### config.mk
export PLATFORM = sky130hd
export DESIGN_NAME = cdb_divider_bank
export DESIGN_NICKNAME = d
export VERILOG_FILES = /design/src/cdb_pkg.sv /design/src/cdb_divider_bank.sv
export SDC_FILE = /design/constraint.sdc
export NUM_CORES = 1
export LEC_CHECK = 0
export BUFFER_PORTS_ARGS = -buffer_cell sky130_fd_sc_hd__buf_2
export CAP_MARGIN = 10
export CORE_MARGIN = 4
export CORE_UTILIZATION = 45
export CTS_BUF_LIST = sky130_fd_sc_hd__clkbuf_16
export DETAILED_ROUTE_END_ITERATION = 8
export PLACE_DENSITY = 0.64
export SLEW_MARGIN = 20
export SYNTH_ARGS = -nofsm -noshare
export SYNTH_HDL_FRONTEND = slang
export SYNTH_SLANG_ARGS = --single-unit
export TNS_END_PERCENT = 10
### constraint.sdc
create_clock -name clk_sys -period 6 [get_ports clk_sys]
set_input_delay 0.9 -clock clk_sys [delete_from_list [all_inputs] [get_ports clk_sys]]
set_output_delay 0.9 -clock clk_sys [all_outputs]
set_load 0.005 [all_outputs]
### src/cdb_pkg.sv
// Function
// RULE_01: Every bank output divides the oscillator clock.
// RULE_02: Prescale select low halves oscillator first.
// RULE_03: Banks A and B follow their ratio tables.
// RULE_04: Bank C follows its own ratio table.
// RULE_05: Invert input flips third and fourth C outputs.
// RULE_06: Ratio changes never yield runt or stretched periods.
// RULE_07: Coincidence pulse low one period before alignment.
// RULE_08: Pulse period is the faster bank's period.
// RULE_09: Pulse works for every ratio combination; with equal A and C periods the code holds it at a constant level.
// RULE_10: Frozen outputs stop at logic zero.
// RULE_11: Freeze register holds twelve enable bits.
// RULE_12: First C output and feedback never freeze.
// RULE_13: Bit zero freezes, bit one enables.
// RULE_14: Freeze changes apply only at clean boundaries.
// RULE_15: Controller sends zero start bit, twelve bits.
// RULE_16: Controller holds each bit one serial clock.
// RULE_17: Serial data sampled on serial clock rise.
// RULE_18: Bit groups map to banks A, B, C, pulse.
// RULE_19: Master reset low clears state, disables outputs.
// RULE_20: Pulse rising edge aligns with A and C rising.
// RULE_21: Bit zero first, bit eleven last, idle high.
// RULE_22: New freeze settings apply after complete frame.
package cdb_pkg;
	localparam int CDB_NCH = 4;
	localparam int CDB_CH_A = 0;
	localparam int CDB_CH_B = 1;
	localparam int CDB_CH_C = 2;
	localparam int CDB_CH_FB = 3;
	localparam int CDB_CNT_W = 6;
	// Periods in oscillator cycles with the prescale bypassed; halving doubles them.
	localparam logic [5:0] CDB_PER_TBL [CDB_NCH][8] = '{
		'{6'h04, 6'h06, 6'h08, 6'h0c, 6'h04, 6'h06, 6'h08, 6'h0c},
		'{6'h04, 6'h06, 6'h08, 6'h0a, 6'h04, 6'h06, 6'h08, 6'h0a},
		'{6'h02, 6'h04, 6'h06, 6'h08, 6'h02, 6'h04, 6'h06, 6'h08},
		'{6'h04, 6'h06, 6'h08, 6'h0a, 6'h08, 6'h0c, 6'h10, 6'h14}};
	localparam logic [5:0] CDB_PER_RST = 6'h04;
	localparam int CDB_FRZ_W = 12;
	localparam int CDB_FRZ_A_LSB = 0;
	localparam int CDB_FRZ_B_LSB = 4;
	localparam int CDB_FRZ_C_LSB = 8;
	localparam int CDB_FRZ_SYNC = 11;
	localparam logic [11:0] CDB_FRZ_RST = 12'hfff;
	localparam logic [3:0] CDB_LAST_BIT = 4'hb;
	localparam logic CDB_START_BIT = 1'b0;
	typedef enum logic {CDB_RX_IDLE, CDB_RX_SHIFT} cdb_rx_t;
endpackage
### src/cdb_divider_bank.sv
`timescale 1ns/1ps
module cdb_divider_bank #(
	parameter int CNT_W = 6
)(
	input wire logic clk_sys,
	input wire logic rst,
	input wire logic master_reset_output_enable,
	input wire logic prescale_halve_select,
	input wire logic [2:0] feedback_ratio_select,
	input wire logic [1:0] first_bank_ratio_select,
	input wire logic [1:0] second_bank_ratio_select,
	input wire logic [1:0] third_bank_ratio_select,
	input wire logic third_bank_upper_invert,
	input wire logic serial_freeze_clock,
	input wire logic serial_freeze_data,
	output logic [3:0] first_bank_outputs,
	output logic [3:0] second_bank_outputs,
	output logic [3:0] third_bank_outputs,
	output logic loop_feedback_output,
	output logic coincidence_pulse_output,
	output logic outputs_enabled
);
	import cdb_pkg::*;

	if (CNT_W < cdb_pkg::CDB_CNT_W)
	begin : g_bad_width
		$error("CNT_W too small for the longest period.");
	end

	logic rst_all;
	logic [2:0] sel [CDB_NCH];
	logic [CNT_W-1:0] cnt_q [CDB_NCH];
	logic [CNT_W-1:0] cnt_d [CDB_NCH];
	logic [CNT_W-1:0] per_q [CDB_NCH];
	logic [CNT_W-1:0] per_d [CDB_NCH];
	logic [CNT_W-1:0] new_per [CDB_NCH];
	logic [CNT_W-1:0] rem_d [CDB_NCH];
	logic [CDB_NCH-1:0] wrap;
	logic [CDB_NCH-1:0] raw_d;
	logic [CNT_W-1:0] fast_per;
	logic sync_raw_d;
	logic coin_d;
	logic [CDB_FRZ_W-1:0] gate_q;
	logic [CDB_FRZ_W-1:0] gate_d;
	logic [CDB_FRZ_W-1:0] gate_upd;
	logic [CDB_FRZ_W-1:0] freeze_q;
	logic [CDB_FRZ_W-1:0] shift_q;
	logic [3:0] bit_cnt_q;
	cdb_rx_t rx_q;
	logic sclk_s1_q;
	logic sclk_s2_q;
	logic sclk_s3_q;
	logic serial_freeze_data_s1_q;
	logic serial_freeze_data_s2_q;
	logic sclk_rise;
	logic frame_done;

	assign rst_all = rst | ~master_reset_output_enable; // RULE_19

	assign sel[CDB_CH_A] = {1'b0, first_bank_ratio_select};
	assign sel[CDB_CH_B] = {1'b0, second_bank_ratio_select};
	assign sel[CDB_CH_C] = {1'b0, third_bank_ratio_select};
	assign sel[CDB_CH_FB] = feedback_ratio_select;

	// One counter per divider; a new period is taken only at the wrap, so each
	// emitted period is wholly the old one or wholly the new one.
	for (genvar ch = 0; ch < CDB_NCH; ch++)
	begin : g_ch
		assign new_per[ch] = prescale_halve_select ? CNT_W'(CDB_PER_TBL[ch][sel[ch]]) // RULE_02
			: CNT_W'({CDB_PER_TBL[ch][sel[ch]], 1'b0}); // RULE_03 RULE_04
		assign wrap[ch] = cnt_q[ch] == per_q[ch] - 1'b1;
		assign cnt_d[ch] = wrap[ch] ? '0 : cnt_q[ch] + 1'b1; // RULE_01
		assign per_d[ch] = wrap[ch] ? new_per[ch] : per_q[ch]; // RULE_06
		assign raw_d[ch] = cnt_d[ch] < (per_d[ch] >> 1);
		assign rem_d[ch] = per_d[ch] - cnt_d[ch];

		always_ff @(posedge clk_sys)
		begin
			if (rst_all)
			begin
				cnt_q[ch] <= '0;
				per_q[ch] <= CNT_W'(CDB_PER_RST);
			end
			else
			begin
				cnt_q[ch] <= cnt_d[ch];
				per_q[ch] <= per_d[ch];
			end
		end
	end

	// Equal distances to the next rise mean the next A and C rises coincide.
	assign fast_per = (per_d[CDB_CH_A] < per_d[CDB_CH_C]) ? per_d[CDB_CH_A] : per_d[CDB_CH_C]; // RULE_08
	assign sync_raw_d = ~((rem_d[CDB_CH_A] == rem_d[CDB_CH_C]) && (rem_d[CDB_CH_A] <= fast_per)); // RULE_07 RULE_09
	assign coin_d = wrap[CDB_CH_A] & wrap[CDB_CH_C]; // RULE_20

	// Enables move only at a rising boundary of their own output (a falling one on the inverted upper C pair), which avoids runts.
	for (genvar i = 0; i < CDB_FRZ_W; i++)
	begin : g_gate
		localparam int CH = (i < CDB_FRZ_B_LSB) ? CDB_CH_A : (i < CDB_FRZ_C_LSB) ? CDB_CH_B : CDB_CH_C; // RULE_18
		assign gate_upd[i] = (i == CDB_FRZ_SYNC) ? coin_d : wrap[CH]; // RULE_14
	end
	assign gate_d = (gate_upd & freeze_q) | (~gate_upd & gate_q);

	always_ff @(posedge clk_sys)
	begin
		if (rst_all)
			gate_q <= CDB_FRZ_RST;
		else
			gate_q <= gate_d;
	end

	always_ff @(posedge clk_sys)
	begin
		if (rst_all)
		begin
			first_bank_outputs <= '0; // RULE_19
			second_bank_outputs <= '0;
			third_bank_outputs <= '0;
			loop_feedback_output <= 1'b0;
			coincidence_pulse_output <= 1'b0;
			outputs_enabled <= 1'b0;
		end
		else
		begin
			first_bank_outputs <= {4{raw_d[CDB_CH_A]}} & gate_d[CDB_FRZ_B_LSB-1:CDB_FRZ_A_LSB]; // RULE_10 RULE_13
			second_bank_outputs <= {4{raw_d[CDB_CH_B]}} & gate_d[CDB_FRZ_C_LSB-1:CDB_FRZ_B_LSB];
			third_bank_outputs <= {{2{raw_d[CDB_CH_C] ^ third_bank_upper_invert}} // RULE_05
				& gate_d[CDB_FRZ_SYNC-1:CDB_FRZ_C_LSB+1], raw_d[CDB_CH_C] & gate_d[CDB_FRZ_C_LSB],
				raw_d[CDB_CH_C]}; // RULE_12
			loop_feedback_output <= raw_d[CDB_CH_FB]; // RULE_12
			coincidence_pulse_output <= sync_raw_d & gate_d[CDB_FRZ_SYNC];
			outputs_enabled <= 1'b1;
		end
	end

	// The serial clock is only sampled, so it must run well below clk_sys.
	always_ff @(posedge clk_sys)
	begin
		if (rst_all)
		begin
			sclk_s1_q <= 1'b0;
			sclk_s2_q <= 1'b0;
			sclk_s3_q <= 1'b0;
			serial_freeze_data_s1_q <= 1'b1;
			serial_freeze_data_s2_q <= 1'b1;
		end
		else
		begin
			sclk_s1_q <= serial_freeze_clock;
			sclk_s2_q <= sclk_s1_q;
			sclk_s3_q <= sclk_s2_q;
			serial_freeze_data_s1_q <= serial_freeze_data;
			serial_freeze_data_s2_q <= serial_freeze_data_s1_q;
		end
	end

	assign sclk_rise = sclk_s2_q & ~sclk_s3_q; // RULE_17
	assign frame_done = (rx_q == CDB_RX_SHIFT) && sclk_rise && (bit_cnt_q == CDB_LAST_BIT);

	always_ff @(posedge clk_sys)
	begin
		if (rst_all)
		begin
			rx_q <= CDB_RX_IDLE;
			bit_cnt_q <= '0;
			shift_q <= '0;
		end
		else
		begin
			case (rx_q)
				CDB_RX_IDLE:
				begin
					if (sclk_rise && (serial_freeze_data_s2_q == CDB_START_BIT)) // RULE_15
					begin
						rx_q <= CDB_RX_SHIFT;
						bit_cnt_q <= '0;
					end
				end
				CDB_RX_SHIFT:
				begin
					if (sclk_rise)
					begin
						shift_q <= {serial_freeze_data_s2_q, shift_q[CDB_FRZ_W-1:1]}; // RULE_21
						bit_cnt_q <= bit_cnt_q + 1'b1;
						if (bit_cnt_q == CDB_LAST_BIT)
							rx_q <= CDB_RX_IDLE;
					end
				end
				default:
					rx_q <= CDB_RX_IDLE;
			endcase
		end
	end

	always_ff @(posedge clk_sys)
	begin
		if (rst_all)
			freeze_q <= CDB_FRZ_RST;
		else if (frame_done)
			freeze_q <= {serial_freeze_data_s2_q, shift_q[CDB_FRZ_W-1:1]}; // RULE_11 RULE_22
	end
endmodule // cdb_divider_bank

---- After elaboration in Yosys (flattened, before gate mapping) ----
Memories as Yosys holds them, arrays and structs flattened.
Cells that the tools add are included.
operators by class
  add/sub/neg operators ................... 11
  $lt $le $gt $ge ......................... 10
  equal/unequal tests ..................... 8
  multiplexer cells ....................... 39
  bitwise gates (word level) .............. 30
  reductions and logical operators ........ 6
operators with widths
  operator                                                            number
  6-bit two-way mux                                                   29
  6-bit == test                                                       5
  6-bit by 1-bit adder with 6-bit output, second input constant       4
  12-bit AND                                                          2
  6-bit by 5-bit less-than comparator with 1-bit output               4
  6-bit by 1-bit subtractor with 6-bit output, second input constant  4
  4-bit >= comparator, second input constant                          4
  12-bit inverter                                                     1
  2-bit inverter with 4-bit output                                    3
  12-bit OR                                                           1
  6-bit subtractor                                                    2
  1-bit OR                                                            9
  4-bit AND                                                           2
  4-bit two-way mux                                                   2
  4-bit one-hot mux with 2 select lines                               1
  6-bit <= comparator                                                 1
  6-bit less-than comparator                                          1
  1-bit two-way mux                                                   6
  1-bit inverter                                                      5
  4-bit by 1-bit adder with 4-bit output, second input constant       1
  1-bit AND                                                           4
  4-bit == test, second input constant                                1
  1-bit logical AND                                                   4
  3-bit inverter with 4-bit output                                    1
  6 further kinds                                                     7
storage, ports and cells
  register bits ........................... 61
  memory bits (writable) .................. 48
  bits in read-only memories .............. 192
  input bits .............................. 16
  output and inout bits ................... 15
  logic and storage cells ................. 126
  memories kept ........................... 6
memory list
  memory            words  bits a word  rd ports  clocked after Yosys merged registers in  wr ports  RTL line                text
  (name not given)  8      6            1         0                                        0         cdb_divider_bank.sv:70  : CNT_W'({CDB_PER_TBL[ch][sel[ch]], 1'b0});
  (name not given)  8      6            1         0                                        0         cdb_divider_bank.sv:70
  (name not given)  8      6            1         0                                        0         cdb_divider_bank.sv:70
  (name not given)  8      6            1         0                                        0         cdb_divider_bank.sv:70
  cnt_q             4      6            4         0                                        4         cdb_divider_bank.sv:32  logic [CNT_W-1:0] cnt_q [CDB_NCH];
  per_q             4      6            4         0                                        4         cdb_divider_bank.sv:34  logic [CNT_W-1:0] per_q [CDB_NCH];

---- Depth between registers and ports, before layout ----
  word-level depth ........................ 12
  mapped depth ............................ 23
  mapped depth without buffers ............ 22

---- Worst setup path after synthesis ----
Ideal clock, no wire load.
  path kind ............................... register -> register
  start point ............................. memory per_q[2][0]
  end point ............................... register coincidence_pulse_output
  setup time .............................. 134 ps
  data arrival time ....................... 4,201 ps
  required time ........................... 5,866 ps
  slack ................................... 1,665 ps
  stages on the path, launching flop included .. 23
  path buffers ............................ 1
  clock period less this slack ............ 4,335 ps
  path through ............................ dfxtp_1 > inv_1 > ha_1 > xor2_1 > nand2_1 > nor4b_4 > nand2_1 > clkbuf_1 > a21oi_1 > ha_1 > a21oi_1 > o21ai_1 > a211oi_4 > mux2i_1 > ha_1 > nor2b_1 > o21a_1 > o21ai_0 > nand2b_1 > a21oi_1 > nor2b_1 > o22ai_1 > a311oi_1
RTL lines
  item                  RTL line                 text
  from (decl)           cdb_divider_bank.sv:34
  to (signal assigned)  cdb_divider_bank.sv:132  coincidence_pulse_output <= sync_raw_d & gate_d[CDB_FRZ_SYNC];
  to (decl)             cdb_divider_bank.sv:20   output logic coincidence_pulse_output,

==> metrics.md <==
| Metric | Value |
|---|---|
| Max Clock Skew | 7.35 ps |
| DRC violation count after routing | 0 |
| Core Box Area | between 10000 and 15000 um^2 |
| Cell depth of the worst flop-to-flop path | 21 |
| Least-Margin Pin Slew | 968 ps |
| Critical path data arrival time | roughly 5000 ps |
| Number of standard cells in the final layout excluding fillers | 855 |
| Diode insertion count for antenna repair | 0 |
| Accumulated negative setup slack | 0 ps |
| Post-route fraction of the period consumed by the critical path | 0.812 |
| Setup repair after global routing missed its margin | false |
| Total CTS buffers | 9 |
| Number of core rows | 40 |
| Clk Latency, worst-skew pair | 340 ps |
| Via count | between 4000 and 5000 |
| Global-route wire length before repair | approximately 20000 um |
| Kind of cell adding the most delay to the critical path | simple AND/OR/NAND/NOR gates |
| CTS H-Tree Depth | 3 |
| Share of synthesized flip-flops with an asynchronous set or reset | 0 |
| Final wirelength | approximately 12000 um |
| Clock slew seen by the registers of the worst setup and hold paths | 70 ps |
| Final max-slew violation count | 0 |
| Worst endpoint required time | between 6000 and 7000 ps |
| Power per cell area | between 200 and 250 nW/um^2 |
| Average cell area after synthesis | 8.59 um^2 |
| Proportion of synthesized chip area in sequential cells | 0.374 |
| Warnings, synthesis | 0 |
| RePlAce Congestion | around 0.88 |
| Worst path buffer plus inverter count | 1 |
| Final setup violation count | 0 |
| Worst-path maximum fanout | 23 |
| # port buffers | 30 |
| Post-CTS setup-driven buffer insertion count | 0 |
| Chip Height | approximately 120 um |
| Effective utilization at floorplan | 0.467 |
| Via density per instance | 5.14 |
| Class of the tightest hold or removal check | reg -> reg |
| Hold path cells | 1 |
| Post-synthesis cell type count | 59 |
| Number of enable flip-flop cells after synthesis | 0 |
| CTS tree | yes |
| Vias in the first global route | roughly 4300 |
| Post-synthesis net count | between 700 and 800 |
| Top FF cell, synth | dfxtp_1 |
| Post-synthesis sequential element count | 106 |
| Number of buffers added to fix hold violations after cts | 0 |
| Post-CTS Resized | 0 |
| Iteration count of the initial detailed-routing pass | 4 |
| GRT Total Usage | 0.172 |
| Category of the worst setup path capture point | flop |
| Upper clock frequency limit | ~200 MHz |
| Inst Count DP | 839 |
| Worst Path Class, Setup | reg -> reg |
| Max cap viols | 0 |
| 1st-iter DRT viols | 187 |
| Synthesized area | roughly 5700 um^2 |
| Post-detailed-placement cell area | 5970 um^2 |
| Lkg Pwr | around 2.8 nW |
| CP dominant cell by count | ha_1 |
| Ports | 31 |
| Worst slew margin | 0.351 |
| Cells after synthesis | 661 |
| Largest net degree at the start of global routing | 31 |
| Clock root cell | clkbuf_16 |
| Die X-Extent | approximately 120 um |
| Average wire length per cell after detail routing | ~14 um |
| Maximum buffer depth of the clock tree | 2 |
| Chain of cells forming the critical path | inv_1 -> ha_1 -> xor2_1 -> and3_1 -> nand3_2 -> or3b_2 -> nand2_1 -> ha_1 -> nand2_1 -> o21ai_1 -> a211oi_4 -> mux2i_1 -> ha_1 -> nor2b_1 -> o21a_1 -> o21ai_0 -> nand2b_1 -> a21oi_1 -> nor2b_1 -> o22ai_1 -> a311oi_1 |
| GR Overflow Total | 0 |
| Die outline area | ~14000 um^2 |
| HPWL after DPL | 9030 um |
| Share of post-route cells with drive strength above 1 | 0.100 |
| Slowest cell on the critical path | or3b_2 |
| Clock period minus worst slack | roughly 5000 ps |
| Design area | 6270 um^2 |
| Levels on crit path | 21 |
| Initial antenna violation count | 0 |
| Layout Nets | ~750 |
| Critical path launch point type | flop |
| Slowest cell delay on critical path | 650 ps |
| Growth of design area from synthesis to finish | 10.5% |
| Number of hold violations in the final report | 0 |
| Maximum resistive drop on vdd | 0.139 mV |
| # clock sinks | 106 |
| Post-route antenna net violation count | 0 |
| Status | finished, final reports clean |
## cell usage after synthesis, types with 13 or more instances
master	n	area, um^2
mux2i_1	21	210
nor2_1	74	278
clkbuf_1	18	67.6
inv_1	41	154
dfxtp_1	106	2120
nor3_1	13	65.1
nand2_1	89	334
o21ai_0	18	90.1
xnor2_1	31	272
nand3_1	20	100
a21oi_1	39	195
ha_1	48	601
xor2_1	26	228
## power by group
group | switching, W | internal (W)
registers | 0.00000564 | 0.000714
clock network | 0.000266 | 0.000326
logic | 0.0000628 | 0.0000462
total | 0.000334 | 0.00109
## layout make-up
class | count | area [um^2]
clock buffer | 9 | 225
sequential | 106 | 2120
tap | 168 | 210
timing repair buffer | 33 | 173
clock inverter | 7 | 77.6
inverter | 42 | 158
fill | 1113 | 5890
multi-input combinational | 490 | 3310
## registers in the layout, summed over array words and instances (netlist names), 4 cells and up
name	cells
cnt_q	24
bit_cnt_q	4
first_bank_outputs	4
second_bank_outputs	4
freeze_q	12
gate_q	12
third_bank_outputs	4
per_q	22
shift_q	11
## path summary, 6_finish.rpt
check | start | endpoint | slack [ps]
max | per_q[0][0] | coincidence_pulse_output | 1130
min | serial_freeze_data_s1_q | serial_freeze_data_s2_q | 420
max reg2reg | per_q[0][0] | coincidence_pulse_output | 1130
min reg2reg | serial_freeze_data_s1_q | serial_freeze_data_s2_q | 420
## cell usage in the layout, fill, tap and decap left out, drive strengths merged, types with 2 or more instances in the layout
cell and count:
nand3 21, mux2 2, and2 7, o21ai 19, a2111oi 3, clkbuf 9
nor3 15, nor3b 3, a21oi 42, xnor2 31, a22oi 6, inv 42
nand2 89, o31ai 2, nor2 74, nor4 2, o22ai 3, nor2b 10
fa 2, a21o 10, o211a 2, o211ai 6, clkinvlp 4, a211oi 4
nand3b 3, dfxtp 106, nand4 5, o21a 2, xor2 26, mux2i 22
nand2b 11, buf 33, a31oi 4, clkinv 2, ha 48, and3 5
## layer usage
| metal | global-route usage | vias to the layer above | wire (um) |
|---|---|---|---|
| met4 | 0.0637 | 0 | 210 |
| met1 | 0.227 | 2031 | 5650 |
| met2 | 0.282 | 66 | 5540 |
| met5 | 0 | - | 0 |
| met3 | 0.0313 | 18 | 450 |
| li1 | - | 2282 | - |
## metrics by stage
stage	power [W]	utilization	setup slack, ps	hold WS (ps)
final	0.00142	0.516	1130	418
after global routing	0.00148	0.516	712	449
after CTS	0.00144	0.516	1150	422
after detailed placement	0.000846	0.491	1160	400
after global placement	0.000844	0.491	1380	394
after floorplan	0.000811	-	1670	386
## cell families (layout without fill, tap and decap cells)
logic type / after synthesis / count (layout) / share of synthesized area
buffers and inverters: 65 / 91 / 0.0445
xor gates and xnor gates: 57 / 57 / 0.0879
adders and majority gates: 50 / 50 / 0.113
and+or+nand+nor: 250 / 250 / 0.205
muxes: 24 / 24 / 0.0456
DFF: 106 / 106 / 0.374
AOI/OAI and AO/OA: 109 / 109 / 0.130
(Power assumes the default switching activity.)
